$ cat config.mk
export PLATFORM = sky130hd
export DESIGN_NAME = ued_endpoint
export DESIGN_NICKNAME = d
export VERILOG_FILES = /design/src/logic/ued_pkg.sv /design/src/logic/ued_fifo.sv /design/src/logic/ued_endpoint.sv
export SDC_FILE = /design/constraint.sdc
export NUM_CORES = 1
export LEC_CHECK = 0
export BUFFER_PORTS_ARGS = -buffer_cell sky130_fd_sc_hd__buf_4
export CORE_MARGIN = 2
export CORE_UTILIZATION = 53
export DETAILED_ROUTE_END_ITERATION = 7
export PLACE_DENSITY_LB_ADDON = 0.2
export RECOVER_POWER = 50
export SYNTH_ARGS = -nofsm -noshare
export SYNTH_HDL_FRONTEND = slang
export SYNTH_SLANG_ARGS = --single-unit
$ cat constraint.sdc
create_clock -name clk -period 2.9 [get_ports clk]
set_input_delay 0.145 -clock clk [delete_from_list [all_inputs] [get_ports clk]]
set_output_delay 0.145 -clock clk [all_outputs]
set_load 0.02 [all_outputs]
$ cat src/logic/ued_pkg.sv
package ued_pkg;
  localparam int unsigned EpSize = 8;
  localparam int unsigned NumBanks = 2;
  localparam int unsigned CntW = 4;
  localparam int unsigned FifoDepth = 4;
  localparam logic [CntW-1:0] CntReset = 4'h0;
  localparam logic [CntW-1:0] CntFull = 4'h8;

  typedef enum logic [1:0] {
    UED_CTRL,
    UED_BULK,
    UED_ISO
  } ued_type_t;

  typedef enum logic [3:0] {
    UED_TK_NONE,
    UED_TK_SETUP,
    UED_TK_OUT,
    UED_TK_IN,
    UED_TK_OUT_END,
    UED_TK_IN_DONE
  } ued_token_t;

  // link-side event from the packet engine
  typedef struct packed {
    ued_token_t kind;
    logic crcBad;
    logic [CntW:0] len;
  } ued_link_ev_t;

  // firmware control strobes
  typedef struct packed {
    logic inReadyClr;
    logic outRecvClr;
    logic setupRecvClr;
    logic bankCtrlClr;
    logic killBank;
    logic underflowClr;
    logic overflowClr;
    logic crcErrClr;
    logic nakedInClr;
  } ued_fw_cmd_t;

  typedef struct packed {
    logic inReady;
    logic outRecv;
    logic setupRecv;
    logic nakedIn;
    logic underflow;
    logic overflow;
    logic crcErr;
  } ued_flags_t;

  typedef struct packed {
    logic inReady;
    logic outRecv;
    logic underflow;
    logic overflow;
    logic crcErr;
    logic nakedIn;
  } ued_irq_en_t;

  localparam ued_flags_t FlagsReset = '0;
endpackage

$ cat src/logic/ued_fifo.sv
`timescale 1ns/10ps
module ued_fifo #(
  parameter int unsigned Width = 8,
  parameter int unsigned Depth = 4
) (
  input wire logic clk, // clock
  input wire logic sys_rst, // sync reset
  input wire logic flush, // drop contents
  input wire logic inValid, // write valid
  output logic inReady, // space free
  input wire logic [Width-1:0] inData, // write data
  output logic outValid, // data held
  input wire logic outReady, // reader takes
  output logic [Width-1:0] outData // read data
);
  localparam int unsigned Aw = $clog2(Depth);
  logic [Width-1:0] mem [Depth];
  logic [Aw-1:0] wrPtr_q;
  logic [Aw-1:0] rdPtr_q;
  logic [Aw:0] count_q;
  logic doWr;
  logic doRd;

  assign inReady = (count_q != (Aw+1)'(Depth));
  assign outValid = (count_q != '0);
  assign outData = mem[rdPtr_q];
  assign doWr = inValid && inReady;
  assign doRd = outValid && outReady;

  always_ff @(posedge clk) begin
    if (doWr) begin
      mem[wrPtr_q] <= inData;
    end
  end

  always_ff @(posedge clk) begin
    if (sys_rst || flush) begin
      wrPtr_q <= '0;
      rdPtr_q <= '0;
      count_q <= '0;
    end else begin
      if (doWr) begin
        wrPtr_q <= (wrPtr_q == Aw'(Depth - 1)) ? '0 : wrPtr_q + 1'b1;
      end
      if (doRd) begin
        rdPtr_q <= (rdPtr_q == Aw'(Depth - 1)) ? '0 : rdPtr_q + 1'b1;
      end
      count_q <= count_q + (Aw+1)'(doWr) - (Aw+1)'(doRd);
    end
  end
endmodule // ued_fifo

$ cat src/logic/ued_endpoint.sv
`timescale 1ns/10ps
// Behaviour
// - setup always acked, sets setup flag only
// - control endpoints read bank/rw bits zero
// - setup flag clear frees setup bank
// - control in-ready; clearing sends loaded packet (here clearing only drops the flag)
// - naked-in flag set on naked IN
// - first control-read status token NAKed
// - status stage discards data, ignores clear
// - out retry acked, sets out and in-ready
// - setup wins, clears flags, resets fifo
// - zero-length control out zeroes byte count
// - in-ready with bank bit when bank free
// - bank clear releases bank, switches next
// - in rw-allowed while bank not full
// - next bank ready re-sets flag at once
// - zero-length out aborts; kill drops bank
// - out-received with bank bit when full
// - out rw-allowed while unread data left
// - iso underflow: empty in, full out drop
// - oversize out acked, truncated, overflow flag
// - iso out crc error stored, flagged
module ued_endpoint (
  input wire logic clk, // 100 MHz clock
  input wire logic sys_rst, // sync reset, high
  input wire ued_pkg::ued_type_t epType, // endpoint type
  input wire logic epDirIn, // 1 = IN endpoint
  input wire logic ctrlReadXfer, // control read in progress
  input wire ued_pkg::ued_irq_en_t irqEn, // interrupt enables
  input wire ued_pkg::ued_link_ev_t linkEv, // link event pulse
  output logic linkAck, // answer ACK
  output logic linkNak, // answer NAK
  output logic linkZlp, // send zero-length packet
  input wire ued_pkg::ued_fw_cmd_t fwCmd, // firmware strobes
  input wire logic wrValid, // firmware write byte
  output logic wrReady, // write accepted
  input wire logic [7:0] wrData, // write byte
  output logic rdValid, // read byte available
  input wire logic rdReady, // firmware takes byte
  output logic [7:0] rdData, // read byte
  input wire logic rxValid, // link receive byte
  input wire logic [7:0] rxData, // link receive data
  output ued_pkg::ued_flags_t flags, // status flags
  output logic bankCtrl, // bank control bit
  output logic rwAllowed, // read/write allowed
  output logic [ued_pkg::CntW-1:0] byteCount, // byte count
  output logic [ued_pkg::CntW-1:0] txLen, // length of sent bank
  output logic endpointIrq // endpoint interrupt
);
  import ued_pkg::*;

  typedef enum logic [1:0] {
    UED_CS_IDLE,
    UED_CS_DATA,
    UED_CS_STATUS_WAIT,
    UED_CS_STATUS
  } ued_ctl_state_t;

  ued_ctl_state_t ctlState_q;
  ued_flags_t flags_q;
  logic [NumBanks-1:0] bankBusy_q;
  logic [CntW-1:0] bankLen_q [NumBanks];
  logic curBank_q;
  logic hostBank_q;
  logic bankCtrl_q;
  logic [CntW-1:0] count_q;
  logic [CntW-1:0] txLen_q;
  logic isCtrl;
  logic isIso;
  logic fifoFlush;
  logic fifoInValid;
  logic fifoInReady;
  logic fifoOutReady;
  logic rxFits;
  logic evSetup;
  logic evOut;
  logic evIn;
  logic outBankFull;
  logic [7:0] store_q [EpSize];
  logic [CntW-1:0] storeWr_q;
  logic [CntW-1:0] storePump_q;
  logic storeFull;
  logic storeIn;
  logic [7:0] storeInData;
  logic storePump;
  logic fifoOutValid;
  logic [7:0] fifoOutData;
  logic [7:0] fifoInData;
  logic bankRestart;

  assign isCtrl = (epType == UED_CTRL);
  assign isIso = (epType == UED_ISO);
  assign evSetup = isCtrl && (linkEv.kind == UED_TK_SETUP);
  assign evOut = (linkEv.kind == UED_TK_OUT_END);
  assign evIn = (linkEv.kind == UED_TK_IN);
  assign outBankFull = bankBusy_q[hostBank_q];

  ////////////////////////////////////////////////////////////////////////
  // data path: bank store plus a 4-word fifo on the firmware side
  // out: link -> store -> fifo -> firmware
  // in: firmware -> fifo -> store
  // keep only the bytes that fit
  assign storeFull = (storeWr_q == CntFull);
  assign rxFits = !storeFull;
  assign fifoFlush = evSetup || fwCmd.killBank ||
    (ctlState_q == UED_CS_STATUS && isCtrl);
  // control flag clear frees the bank
  assign bankRestart = fifoFlush || (fwCmd.bankCtrlClr && bankCtrl_q) ||
    (isCtrl && (fwCmd.setupRecvClr || fwCmd.outRecvClr));
  assign storeIn = epDirIn ? (fifoOutValid && !storeFull) :
    (rxValid && rxFits);
  assign storeInData = epDirIn ? fifoOutData : rxData;
  assign storePump = !epDirIn && (storePump_q != storeWr_q) && fifoInReady;
  assign fifoInValid = epDirIn ? wrValid : (storePump_q != storeWr_q);
  assign fifoInData = epDirIn ? wrData : store_q[storePump_q[CntW-2:0]];
  assign fifoOutReady = epDirIn ? !storeFull : rdReady;
  assign rdValid = !epDirIn && fifoOutValid;
  assign rdData = fifoOutData;
  // in writes accepted only while bank not full
  assign wrReady = epDirIn && fifoInReady && (count_q != CntFull);

  ued_fifo #(
    .Width(8),
    .Depth(FifoDepth)
  ) uFifo (
    .clk(clk),
    .sys_rst(sys_rst),
    .flush(fifoFlush),
    .inValid(fifoInValid),
    .inReady(fifoInReady),
    .inData(fifoInData),
    .outValid(fifoOutValid),
    .outReady(fifoOutReady),
    .outData(fifoOutData)
  );

  ////////////////////////////////////////////////////////////////////////
  // bank store: bytes of the current bank, indexed from its start
  always_ff @(posedge clk) begin
    if (storeIn) begin
      store_q[storeWr_q[CntW-2:0]] <= storeInData;
    end
  end

  always_ff @(posedge clk) begin
    if (sys_rst || bankRestart) begin
      storeWr_q <= CntReset;
      storePump_q <= CntReset;
    end else begin
      if (storeIn) begin
        storeWr_q <= storeWr_q + 1'b1;
      end
      if (storePump) begin
        storePump_q <= storePump_q + 1'b1;
      end
    end
  end

  ////////////////////////////////////////////////////////////////////////
  // byte count of the firmware-side bank
  always_ff @(posedge clk) begin
    if (sys_rst || bankRestart) begin
      count_q <= CntReset;
    end else if (isCtrl && evOut && linkEv.len == '0) begin
      count_q <= CntReset;
    end else if (epDirIn) begin
      if (wrValid && wrReady) begin
        count_q <= count_q + 1'b1;
      end
    end else begin
      // count falls to zero as bank drains
      count_q <= count_q + CntW'(storeIn) - CntW'(rdValid && rdReady);
    end
  end

  ////////////////////////////////////////////////////////////////////////
  // bank ownership and switching
  always_ff @(posedge clk) begin
    if (sys_rst || evSetup) begin
      bankBusy_q <= '0;
      curBank_q <= 1'b0;
      hostBank_q <= 1'b0;
      txLen_q <= CntReset;
      for (int i = 0; i < NumBanks; i++) begin
        bankLen_q[i] <= CntReset;
      end
    end else begin
      // release bank and move to next
      if (fwCmd.bankCtrlClr && bankCtrl_q && !isCtrl) begin
        curBank_q <= ~curBank_q;
        if (epDirIn) begin
          bankBusy_q[curBank_q] <= 1'b1;
          bankLen_q[curBank_q] <= count_q;
        end else begin
          bankBusy_q[curBank_q] <= 1'b0;
        end
      end else if (fwCmd.killBank && epDirIn) begin
        bankBusy_q[~curBank_q] <= 1'b0;
      end
      if (epDirIn && linkEv.kind == UED_TK_IN_DONE) begin
        bankBusy_q[hostBank_q] <= 1'b0;
        hostBank_q <= ~hostBank_q;
      end else if (epDirIn && evIn) begin
        txLen_q <= bankLen_q[hostBank_q];
      end
      // out into full iso bank is dropped
      if (!epDirIn && evOut && !outBankFull) begin
        bankBusy_q[hostBank_q] <= 1'b1;
        hostBank_q <= ~hostBank_q;
      end
    end
  end

  ////////////////////////////////////////////////////////////////////////
  // control transfer stage tracking
  always_ff @(posedge clk) begin
    if (sys_rst) begin
      ctlState_q <= UED_CS_IDLE;
    end else if (evSetup) begin
      ctlState_q <= UED_CS_DATA;
    end else if (isCtrl) begin
      unique case (ctlState_q)
        UED_CS_IDLE: ctlState_q <= UED_CS_IDLE;
        UED_CS_DATA: begin
          if (ctrlReadXfer && evOut) begin
            ctlState_q <= UED_CS_STATUS_WAIT;
          end else if (!ctrlReadXfer && evIn) begin
            ctlState_q <= UED_CS_STATUS;
          end
        end
        UED_CS_STATUS_WAIT: begin
          // hold until the first status token
          if (evIn) begin
            ctlState_q <= UED_CS_STATUS;
          end
        end
        // wait for next setup after status
        UED_CS_STATUS: ctlState_q <= UED_CS_IDLE;
      endcase
    end
  end

  ////////////////////////////////////////////////////////////////////////
  // link answers
  always_comb begin
    linkAck = 1'b0;
    linkNak = 1'b0;
    linkZlp = 1'b0;
    if (evSetup) begin
      linkAck = 1'b1;
    end else if (evOut) begin
      linkAck = isCtrl || !outBankFull;
      linkNak = !isCtrl && !isIso && outBankFull;
    end else if (evIn) begin
      if (isCtrl && ctlState_q == UED_CS_STATUS_WAIT) begin
        linkNak = 1'b1;
      end else if (!bankBusy_q[hostBank_q]) begin
        // empty iso in sends zero-length packet
        linkZlp = isIso;
        linkNak = !isIso;
      end
    end
  end

  ////////////////////////////////////////////////////////////////////////
  // status flags: hardware set wins over firmware clear
  always_ff @(posedge clk) begin
    if (sys_rst) begin
      flags_q <= FlagsReset;
    end else if (evSetup) begin
      // setup flag only, no out flag
      flags_q <= FlagsReset;
      flags_q.setupRecv <= 1'b1;
    end else begin
      if (fwCmd.setupRecvClr) begin
        flags_q.setupRecv <= 1'b0;
      end
      if (fwCmd.inReadyClr && !(isCtrl && ctlState_q == UED_CS_STATUS)) begin
        flags_q.inReady <= 1'b0;
      end
      // in-ready set when current bank free
      // next bank free sets it at once
      if (epDirIn && !isCtrl && !bankBusy_q[curBank_q] &&
          !bankCtrl_q && !fwCmd.bankCtrlClr) begin
        flags_q.inReady <= 1'b1;
      end
      if (isCtrl && linkEv.kind == UED_TK_IN_DONE) begin
        flags_q.inReady <= 1'b1;
      end
      if (fwCmd.outRecvClr) begin
        flags_q.outRecv <= 1'b0;
      end
      // out-received with bank bit when full
      // next full bank re-flags at once
      if (!epDirIn && !isCtrl && bankBusy_q[curBank_q] &&
          !(fwCmd.bankCtrlClr && bankCtrl_q) && !bankCtrl_q) begin
        flags_q.outRecv <= 1'b1;
      end
      if (isCtrl && evOut) begin
        flags_q.outRecv <= 1'b1;
        if (ctrlReadXfer) begin
          flags_q.inReady <= 1'b1;
        end
      end
      if (fwCmd.nakedInClr) begin
        flags_q.nakedIn <= 1'b0;
      end
      if (linkNak && evIn) begin
        flags_q.nakedIn <= 1'b1;
      end
      if (fwCmd.underflowClr) begin
        flags_q.underflow <= 1'b0;
      end
      if (isIso && ((evIn && linkZlp) || (evOut && outBankFull))) begin
        flags_q.underflow <= 1'b1;
      end
      if (fwCmd.overflowClr) begin
        flags_q.overflow <= 1'b0;
      end
      if (evOut && linkEv.len > (CntW+1)'(EpSize)) begin
        flags_q.overflow <= 1'b1;
      end
      if (fwCmd.crcErrClr) begin
        flags_q.crcErr <= 1'b0;
      end
      // iso out crc error still stored
      if (isIso && !epDirIn && evOut && linkEv.crcBad) begin
        flags_q.crcErr <= 1'b1;
      end
    end
  end

  ////////////////////////////////////////////////////////////////////////
  // bank control bit
  always_ff @(posedge clk) begin
    if (sys_rst || evSetup) begin
      bankCtrl_q <= 1'b0;
    end else if (fwCmd.bankCtrlClr) begin
      bankCtrl_q <= 1'b0;
    end else if (!isCtrl) begin
      bankCtrl_q <= epDirIn ? !bankBusy_q[curBank_q] : bankBusy_q[curBank_q];
    end
  end

  ////////////////////////////////////////////////////////////////////////
  // outputs
  assign flags = flags_q;
  // bank and rw bits read zero on control
  assign bankCtrl = isCtrl ? 1'b0 : bankCtrl_q;
  assign rwAllowed = isCtrl ? 1'b0 :
    (epDirIn ? (bankCtrl_q && count_q != CntFull)
             : (bankCtrl_q && count_q != '0));
  assign byteCount = count_q;
  assign txLen = txLen_q;
  assign endpointIrq = (flags_q.inReady && irqEn.inReady) ||
    (flags_q.outRecv && irqEn.outRecv) ||
    (flags_q.underflow && irqEn.underflow) ||
    (flags_q.overflow && irqEn.overflow) ||
    (flags_q.crcErr && irqEn.crcErr) ||
    (flags_q.nakedIn && irqEn.nakedIn) ||
    flags_q.setupRecv;
endmodule // ued_endpoint

# == Yosys cells after proc, flatten, opt, wreduce, memory -nomap -nowiden ==
# Memory sizes are Yosys's and may differ from the RTL's. A register that Yosys moved wholly into a read port is not among the register bits.
# Cells that the tools add are included.
# word_totals
n_memories,3
elab_cells,257
in_bits,50
ram_bits,104
output_inout_bits,31
reg_bits,33
# mem_list
name,depth,word_bits,rd,rd_ports_with_merged_regs,wr,line_no,rtl
store_q,8,8,1,1,1,ued_endpoint.sv:79,logic [7:0] store_q [EpSize];
uFifo.mem,4,8,1,1,1,ued_fifo.sv:17,logic [Width-1:0] mem [Depth];
bankLen_q,2,4,1,1,2,ued_endpoint.sv:62,logic [CntW-1:0] bankLen_q [NumBanks];
# op_classes
order_cmp,7
eq_ne,19
addsub,9
reduce_logical,105
bitwise_logic,11
mux,84
# ops
op,n
$logic_and 1x1->1,57
$mux 1,57
$mux 2,15
$logic_or 1x1->1,16
$mux 8,2
$reduce_bool 2->1,7
$add 4x1->4 const B,3
$mux 4,3
$logic_not 1->1,11
$eq 2x2->1 const B,5
$ne 3x3->1 const B,3
$eq 4x3->1 const B,2
$ne 4x4->1 const B,2
$reduce_or 2->1,4
$and 2x2->2,3
$lt 1x2->1 const B,3
$mux 3,2
$not 2->2,3
$pmux 2 s3,1
$reduce_and 3->1,2
$reduce_bool 3->1,2
$gt 5x4->1 const B,1
$logic_not 5->1,1
$mux 5,1
other kinds (20),29

# == Depth between registers and ports, before layout ==
# Gate-level depths: netlist of the first run.
# depth
depth_word,15
ltp_mapped,14
mapped_depth_nobuf,12

# == Hierarchy ==
# Synthesis of the first run repeated with hierarchy kept, for this count alone.
# hier_totals
cells_unflattened,501
hier_area_um2,6703.9
# modules_own_cells
module,area_each_um2,cells_per_inst,seq_area_each_um2,instances
ued_endpoint,5064.9,408,2822.7,1
ued_fifo,1639.1,93,1141.1,1

# == Least setup slack after synthesis of the first run ==
# Ideal clock, no wire load.
# synth_timing
kind,register to register
startpoint,reg storeWr_q[0]
endpoint,reg count_q[2] (netlist: byteCount[2])
setup_ns,0.086
n_path_buf,2
arrival_ns,2.672
stages_incl_launch_ff,15
t_required_ns,2.814
period_less_slack_ns,2.757
slack_ns,0.143
path_cell_list,dfxtp_1 -> buf_2 -> inv_1 -> ha_1 -> and3b_1 -> or3_1 -> buf_4 -> ha_1 -> inv_1 -> ha_1 -> inv_1 -> fa_1 -> xnor2_1 -> nor2_1 -> a211oi_1
# synth_between
elab_chain_cells,7
word_cells_on_any_way,8
cone_classes,add/sub: 2; eq/ne: 1; mux: 2; reduce/logical: 3
# synth_rtl
element,line_no,rtl
start: declaration,ued_endpoint.sv:80,logic [CntW-1:0] storeWr_q;
start signal: assignment,ued_endpoint.sv:147,storeWr_q <= CntReset;
start signal: assignment,ued_endpoint.sv:151,storeWr_q <= storeWr_q + 1'b1;
$eq 4x4->1 *,ued_endpoint.sv:103,assign storeFull = (storeWr_q == CntFull);
$logic_not 1->1 *,"ued_endpoint.sv:104, ued_endpoint.sv:110",
$logic_and 1x1->1 (on tied branches),"ued_endpoint.sv:111, ued_endpoint.sv:110",
$mux 1 *,ued_endpoint.sv:110,assign storeIn = epDirIn ? (fifoOutValid && !storeFull) :
$add 4x1->4 *,ued_endpoint.sv:172,count_q <= count_q + CntW'(storeIn) - CntW'(rdValid && rdReady);
$sub 4x1->4 *,ued_endpoint.sv:172,
$mux 4 *,ued_endpoint.sv:166,end else if (epDirIn) begin
end signal: assignment,ued_endpoint.sv:165,count_q <= CntReset;
end signal: assignment,ued_endpoint.sv:168,count_q <= count_q + 1'b1;
end signal: assignment,ued_endpoint.sv:172,
end: declaration,ued_endpoint.sv:66,logic [CntW-1:0] count_q;
# Every way passes the cells marked *; elsewhere a longest branch is shown, timed or not.
# A chain may end at the register's enable or synchronous reset.

# == Final worst setup path of the first run ==
# Ends and elaborated chain as after synthesis.

==> flow_summary.ini, run 1 <==
[detailed_routing]
drc = 0
first_pass_iters = 5
drt_iter0_drc = 295
routed_wl_um = 13600
dr_total_vias = 4342
drt-vias-per-instance = 5.60
wl_per_cell_um = 17.5
ant_nets = 0

[sta]
slew-limit-headroom_pct = 26.5
finalClockSkew_ps = 8.79
hold_viol = 0
fin_crit_sh_pct = 91.2
maxSlewViolCount = 0
grt_setup_unrepaired = no
timing.setup.tns_ps = 0
timing.fmax_mhz = 378
setup_viol = 0
period_minus_slack_ps = 2650
tightest_slew_ps = 1090

[synthesis]
yosysMostFrequentCell = edfxtp_1
synth.yosys.seq_area_share_pct = 58.9
synth_top_area_share_pct = 46.4
synthesis.nets = 566
synthArstFlopShare_pct = 0
synthFlopType = edfxtp_1
synth_warnings = 0
synth_top_area_cell = edfxtp_1
synth_area_leaders = edfxtp_1, dfxtp_1, mux4_2
ys_ff_latch = 146
ys_top_cells_by_count = edfxtp_1, dfxtp_1, nor2_1
synth_edf_count = 104
synthCells = 492
postSynthAreaPerCell_um2 = 13.7
netlist_area_um2 = 6730
synth_cell_types = 60

[power_and_ir_drop]
ir_drop_mv = 0.421
powerDensity_nw_per_um2 = 688
combinationalPowerShare_pct = 18.3
p_clk_share_pct = 35.9
swShare_pct = 27.4
power_switching_mw = 1.52
p_int_mw = 4.02
pwr-share-seq_pct = 45.8
power.total_mw = 5.54
leakagePower_nw = 2.82

[worst_setup_path]
regToRegStartpoint = storeWr_q[0]
crit_arrival_ps = 2970
end_kind = flip-flop
critPathMaxFanout = 4
crit_type = reg2reg
worst_setup_path_start_kind = flip-flop
required_ps = 3220
crit_start = storeWr_q[0]

[worst_hold_path]
hold_class = in2reg
hold_start = fwCmd[6]

[floorplan]
die_h_um = 117
start_util_pct = 53.7
std_cell_rows = 41
core_um2 = 12500
dieArea_um2 = 13600
ios = 81
die_x_um = 117

[cells_and_area]
drive_above_1_share_pct = 23.3
nFillCells = 1002
num_antenna_cells = 0
nets = 665
finish.utilization_pct = 64.2
syn2layout_area_growth_pct = 19.6

[global_route]
grt_start_max_net_pins = 31
antenna_found_initial = 0
grt_first_pass_wirelength_um = 21700
grt_usage_pct = 21.6
grt_overflow_total = 0
grt_pass1_vias = 4332

[clock_tree]
root_buffer = clkbuf_16
cts.sinks = 146
htreeDepth = 4
cts_buffers = 17
cts_resized = 0
clk_pin_slew_ps = 60
post_cts_buffers = 0
clk_path_buf_depth = 2
postCtsHoldBufs = 6
cts_tree = built
clk_latency_ps = 410

[place]
gp_congestion = 0.867
io_buffers = 80
dp_hpwl_um = 9630

[job]
maxCapViolations = 0

[outcome]
status = completed
==> worst paths after layout <==
| path | to | depth (start not counted) | slack (ps) |
|---|---|---|---|
| hold reg to reg | flags[1] | 2 | 490 |
| hold / removal | flags[4] | 3 | 30 |
| setup / recovery | byteCount[2] | 12 | 250 |
| setup reg to reg | byteCount[2] | 12 | 250 |
==> metal layers <==
layer	routed length, um	vias to the layer above	share of wire [%]	GRT usage, %
met5	0	-	0	0
met1	6130	2150	45	29.9
met2	6690	104	49	34.3
met4	165	0	1.2	8.08
li1	-	2074	-	-
met3	635	14	4.7	4.20
==> cells in the final DEF, fill, tap and decap left out, drive strengths merged, types with 4 or more instances in the layout <==
cell type	count
clkinv	4
nor2	30
mux2i	22
buf	72
or3	4
nand3	5
nand2	28
xor2	5
inv	31
dlygate4sd3	6
nand2b	6
edfxtp	104
clkbuf	42
nand4	4
dfxtp	42
nor4b	6
xnor2	8
mux4	24
a31oi	5
a21oi	18
o21ai	20
mux2	10
and2	11
nor4	13
and3	4
a211oi	9
ha	22
o211ai	4
nor3	9
==> per-stage QoR <==
step	setup WS, ps	cells	hold slack (ps)	area, um2
6_report	254	776	26.2	8040
4_1_cts	235	776	4.71	8170
2_1_floorplan	143	492	224	6730
3_3_place_gp	312	738	366	7560
5_1_grt	48.2	776	31.2	8040
3_5_place_dp	267	738	370	7560
==> cells by family after synthesis <==
family	share of synthesized area, %
buffers and inverters	3.00
multiplexers	13.0
XOR/XNOR	1.69
AND/OR/NAND/NOR	11.4
adder cells (fa/ha/maj)	4.69
AO/OA/AOI/OAI	7.27
flip-flops	58.9
==> critical path: stages, from the launching register on <==
cell and delay (ps):
dfxtp_1 340, inv_1 90, ha_1 190, and3b_1 180, or3_1 410, ha_1 310
inv_1 60, ha_1 150, inv_1 50, fa_1 370, xnor2_1 140, nor2_1 60
a211oi_1 200
==> layout make-up <==
| class | count | area, um2 | area share (%) |
|---|---|---|---|
| clock buffer | 17 | 425 | 5.29 |
| clock inverter | 15 | 121 | 1.51 |
| inverter | 23 | 86.3 | 1.07 |
| multi-input combinational | 300 | 2530 | 31.5 |
| sequential | 146 | 3960 | 49.3 |
| tap | 172 | 215 | 2.68 |
| timing repair buffer | 103 | 694 | 8.64 |
==> power groups by stage <==
stage / registers [mW] / logic, mW / clock network (mW)
2_1_floorplan: 2.55 / 0.686 / 0
3_3_place_gp: 2.57 / 1.01 / 0
4_1_cts: 2.54 / 1.06 / 2.03
5_1_grt: 2.56 / 1.13 / 2.11
6_report: 2.54 / 1.01 / 1.99
3_5_place_dp: 2.58 / 1.05 / 0
==> state kept, by name, indices dropped and copies added (netlist names), 3 cells and up, named ones only <==
name	count
storePump_q	4
byteCount	4
flags	7
storeWr_q	4
uFifo.count_q	3
store_q	64
uFifo.mem	32
bankLen_q	8
txLen	4
Power figures use the tool's default switching activity.
==> inputs of run 2 (changes only) <==
--- a/config.mk
+++ b/config.mk
@@ -7,7 +7,7 @@
 export LEC_CHECK = 0
 export BUFFER_PORTS_ARGS = -buffer_cell sky130_fd_sc_hd__buf_4
 export CORE_MARGIN = 2
-export CORE_UTILIZATION = 53
+export CORE_UTILIZATION = 50
 export DETAILED_ROUTE_END_ITERATION = 7
 export PLACE_DENSITY_LB_ADDON = 0.2
 export RECOVER_POWER = 50
==> run 2 against run 1 <==
Against the previous run: sequential power is essentially flat; clock skew decreased by 2.4 ps; combinational power about the same; largest power group unchanged; worst setup slack got worse by 81 ps; register-to-register slack worse by 80 ps; global-route usage is 1.2 points lower; cell count grew 0.26%; core utilization down 3.1 points; worst hold slack gained 11 ps; non-clock buffer count fell by 2; critical path type unchanged.
==> flow_summary.ini, run 2 (synthesis results as in run 1) <==
[place]
gp_congestion = 0.874
dp.cells = 740
io_buffers = 80
dp_hpwl_um = 9800

[floorplan]
die_h_um = 120
ios = 81
dieArea_um2 = 14400
start_util_pct = 51.0
core_um2 = 13200
die_x_um = 120
std_cell_rows = 42

[sta]
finalClockSkew_ps = 6.35
timing.setup.tns_ps = 0
maxSlewViolCount = 0
timing.fmax_mhz = 367
period_minus_slack_ps = 2730
tightest_slew_ps = 848
grt_setup_unrepaired = no
fin_crit_sh_pct = 94.0
setup_viol = 0
hold_viol = 0
slew-limit-headroom_pct = 43.3

[global_route]
grt_overflow_total = 0
grt_pass1_vias = 4257
grt_usage_pct = 20.4
antenna_found_initial = 0
grt_start_max_net_pins = 32
grt_first_pass_wirelength_um = 22200

[detailed_routing]
wl_per_cell_um = 17.9
drt_iter0_drc = 329
routed_wl_um = 13900
drc = 0
ant_nets = 0
dr_total_vias = 4285
first_pass_iters = 4
drt-vias-per-instance = 5.51

[clock_tree]
root_buffer = clkbuf_16
cts_tree = built
htreeDepth = 4
clk_pin_slew_ps = 60
clk_path_buf_depth = 2
clk_latency_ps = 420
cts_resized = 0
cts_buffers = 17
cts.sinks = 146

[cells_and_area]
nets = 663
layout_commonest_cell = edfxtp_1
layout_common_cells = edfxtp_1, buf_4, dfxtp_1
num_antenna_cells = 0
largest_reg_flops = 64
final_cells = 778
syn2layout_area_growth_pct = 19.8
drive_above_1_share_pct = 23.4

[worst_hold_path]
hold_start = sys_rst
holdPathStages = 2
hold_class = in2reg

[worst_setup_path]
regToRegStartpoint = storeWr_q[0]
crit_type = reg2reg
required_ps = 3230
critPathMaxFanout = 4
worst_setup_path_start_kind = flip-flop
cpPeakStageDelay_ps = 420
cp_slowest_cell = or3_1
end_kind = flip-flop
crit_arrival_ps = 3060
reg2reg_depth = 12
path_cells = inv_1, ha_1, and3b_1, or3_1, ha_1, inv_1, ha_1, inv_1, fa_1, xnor2_1, nor2_1, a211oi_1
crit_start = storeWr_q[0]

[job]
maxCapViolations = 0

[power_and_ir_drop]
leakagePower_nw = 2.83
powerDensity_nw_per_um2 = 693
ir_drop_mv = 0.342

[outcome]
status = completed
run 2: cell types whose count changed in the layout (fill, tap and decap cells not counted), moves of 2 or more:
| cell | delta |
|---|---|
| buf_4 | -2 |
| clkinv_4 | +3 |
| clkinvlp_4 | -2 |
| inv_6 | -3 |
| mux2_1 | -2 |
| mux2_2 | +2 |
run 2: power by group:
group          internal, mW  switching, mW
clock network          1.19          0.851
logic                 0.443          0.559
registers              2.46         0.0812
run 2: final cells by class:
| cell class | instances | area [um2] |
|---|---|---|
| timing repair buffer | 101 | 679 |
| sequential | 146 | 3960 |
| fill | 1054 | 5130 |
| clock inverter | 14 | 130 |
| multi-input combinational | 300 | 2550 |
| tap | 176 | 220 |
| clock buffer | 18 | 429 |
| inverter | 23 | 86.3 |
run 2: what timing repair did:
item	in CTS	in global routing
hold buffers	6	0
setup endpoints to repair	0	0
buffers inserted	0	0
endpoints found under the hold margin	6	0
run 2: worst paths after layout:
path / endpoint / slack [ps]
max: byteCount[2] / 170
min: flags[4] / 40
max reg2reg: byteCount[2] / 170
min reg2reg: storePump_q[3] / 490
run 2: metal layers:
layer,vias to the layer above,GRT usage [%],part of all wire [%]
li1,2073,-,-
met3,19,4.18,6.1
met2,100,32.0,48
met5,-,0,0
met4,0,7.35,1.4
met1,2093,28.3,44
run 2: critical path: cells and delay by family, from the launching register on:
kind / cells / cell delay (ps)
AO/OA/AOI/OAI: 1 / 190
XOR/XNOR: 1 / 180
adder cells (fa/ha/maj): 4 / 1060
buffers and inverters: 3 / 210
flip-flops: 1 / 330
AND/OR/NAND/NOR: 3 / 670
run 2: through the flow:
stage	hold slack [ps]	utilization [%]	instance area (um2)	total power [mW]	setup slack, ps
global placement	366	57.2	7550	3.57	321
global route	35.4	61.1	8060	5.82	16.2
finish	36.9	61.1	8060	5.58	174
detailed placement	371	57.2	7550	3.61	205
floorplan	224	-	6730	3.24	143
CTS	12.7	61.9	8170	5.66	186
==> inputs of run 3 (changes only) <==
--- a/config.mk
+++ b/config.mk
@@ -5,12 +5,14 @@
 export SDC_FILE = /design/constraint.sdc
 export NUM_CORES = 1
 export LEC_CHECK = 0
+export ABC_AREA = 1
 export BUFFER_PORTS_ARGS = -buffer_cell sky130_fd_sc_hd__buf_4
 export CORE_MARGIN = 2
 export CORE_UTILIZATION = 50
 export DETAILED_ROUTE_END_ITERATION = 7
 export PLACE_DENSITY_LB_ADDON = 0.2
 export RECOVER_POWER = 50
+export SKIP_CTS_REPAIR_TIMING = 1
 export SYNTH_ARGS = -nofsm -noshare
 export SYNTH_HDL_FRONTEND = slang
 export SYNTH_SLANG_ARGS = --single-unit
==> run 3 against run 2 <==
Against the previous run: the flow now finishes with violations (negative hold slack); global-route usage is 1.2 points higher; area after synthesis is 4.4% higher; cell count is 33% higher; first-iteration DRC count is 44% higher; clock power hardly changed; die area is 4.2% higher; sequential share of layout area is 1.5 points lower; clock-buffer cell count is 1 higher; non-clock buffer count is 1 lower; via count is 26% higher; critical endpoint unchanged.
==> flow_summary.ini, run 3 <==
[cells_and_area]
nFillCells = 1201
drive_above_1_share_pct = 15.8
finish.utilization_pct = 60.4
syn2layout_area_growth_pct = 18.4
nets = 918
layout_common_cells = nand2_1, edfxtp_1, inv_1
num_antenna_cells = 0
final_cells = 1037
layout_commonest_cell = nand2_1
largest_reg_flops = 64

[synthesis]
netlist_area_um2 = 7020
synth_edf_count = 104
synth_top_area_share_pct = 44.5
synthesis.nets = 821
synthArstFlopShare_pct = 0
postSynthAreaPerCell_um2 = 9.40
synthCells = 747
synth.yosys.seq_area_share_pct = 56.5
synthFlopType = edfxtp_1
ys_top_cells_by_count = nand2_1, edfxtp_1, inv_1
synth_warnings = 0
yosysMostFrequentCell = nand2_1
synth_cell_types = 40
synth_area_leaders = edfxtp_1, dfxtp_1, nand2_1
synth_top_area_cell = edfxtp_1
ys_ff_latch = 146

[place]
dp.cells = 1002
place_ws_ps = 476
io_buffers = 80
gp_congestion = 0.891
dp_hpwl_um = 10800

[clock_tree]
root_buffer = clkbuf_16
clk_pin_slew_ps = 60
cts_tree = built
clk_path_buf_depth = 2
htreeDepth = 4
cts.sinks = 146
cts_buffers = 17
clk_latency_ps = 420

[global_route]
grt_overflow_total = 0
grt_first_pass_wirelength_um = 24600
grt_pass1_vias = 5048
use_met3_pct = 4.23
grt_usage_pct = 21.6
met2_usage_pct = 35.7
gr-usage-met1_pct = 27.5
grt_start_max_net_pins = 65
antenna_found_initial = 0
grt_busiest_layer = met2

[sta]
period_minus_slack_ps = 2600
fin_crit_sh_pct = 89.6
timing.fmax_mhz = 385
grt_setup_unrepaired = no
setup_viol = 0
maxSlewViolCount = 0
whs_ps = -0.540
timing.setup.tns_ps = 0
finalClockSkew_ps = 7.82
setup_ws_ps = 303
tightest_slew_ps = 1100
slew-limit-headroom_pct = 26.7
hold_viol = 1

[floorplan]
ios = 81
core_um2 = 13800
start_util_pct = 51.0
die_h_um = 122
std_cell_rows = 43
die_x_um = 122
dieArea_um2 = 15000

[worst_setup_path]
reg2reg_depth = 14
crit_arrival_ps = 2940
critPathMaxFanout = 12
required_ps = 3250
end_kind = flip-flop
crit_type = in2reg
worst_setup_path_start_kind = primary input

[detailed_routing]
ant_nets = 0
drt_iter0_drc = 475
first_pass_iters = 5
wl_per_cell_um = 14.9
drc = 0
dr_total_vias = 5408
routed_wl_um = 15400
drt-vias-per-instance = 5.22

[worst_hold_path]
holdPathStages = 4
hold_class = in2reg

[outcome]
violations = negative hold slack
status = finished with violations

[job]
maxCapViolations = 0

[power_and_ir_drop]
leakagePower_nw = 3.35
ir_drop_mv = 0.403
powerDensity_nw_per_um2 = 636
[run 3: cell count changes in the layout (fill, tap and decap cells not counted), moves of 24 or more]
cell / before / now
mux4_2: 24 / 0
nor2_1: 30 / 61
nand2_1: 28 / 160
o21ai_0: 20 / 57
inv_1: 23 / 100
nand3_1: 4 / 58
[run 3: final cells by class]
class | instances | area, um2 | share of cell area [%]
Timing Repair Buffer | 100 | 673 | 8.10
Clock inverter | 13 | 125 | 1.50
Tap cell | 180 | 225 | 2.71
Sequential cell | 146 | 3960 | 47.7
Inverter | 106 | 402 | 4.83
Multi-Input combinational cell | 473 | 2490 | 30.0
Clock buffer | 19 | 433 | 5.21
[run 3: path summary, 6_finish.rpt]
kind	end	start	slack, ps
setup / recovery	byteCount[2]	sys_rst	300
hold reg to reg	flags[3]	flags[3]	480
hold / removal	flags[1]	fwCmd[2]	-0.5
setup reg to reg	byteCount[2]	storeWr_q[0]	370
[run 3: cell families after synthesis]
logic type | synth area share, %
and+or+nand+nor | 19.7
buffers and inverters | 7.34
adders and majority gates | 4.49
DFF | 56.5
AOI/OAI and AO/OA | 11.5
xor gates and xnor gates | 0.499
[run 3: per-layer routing]
layer | wire length, um | vias up
li1 | - | 2702
met1 | 6730 | 2534
met2 | 7730 | 147
met3 | 682 | 25
met4 | 303 | 0
met5 | 0 | -
[run 3: per-stage QoR]
stage	area [um2]	total power, mW
final	8320	5.29
after global routing	8320	5.53
after CTS	8420	5.34
after detailed placement	7860	3.31
after global placement	7860	3.28
after floorplan	7020	3.01
[run 3: worst max-delay path: stages]
cell and delay [ps]:
dlygate4sd3_1 540, clkbuf_1 120, inv_1 80, nand2_1 240
clkinvlp_2 430, nand2_1 290, nor2_1 790, nand2_4 140
a21oi_2 160
[run 3: power breakdown]
part / total, mW / internal (mW) / switching, mW
combinational: 0.822 / 0.289 / 0.533
clock: 2.04 / 1.19 / 0.845
sequential: 2.43 / 2.38 / 0.0476
total: 5.29 / 3.86 / 1.43
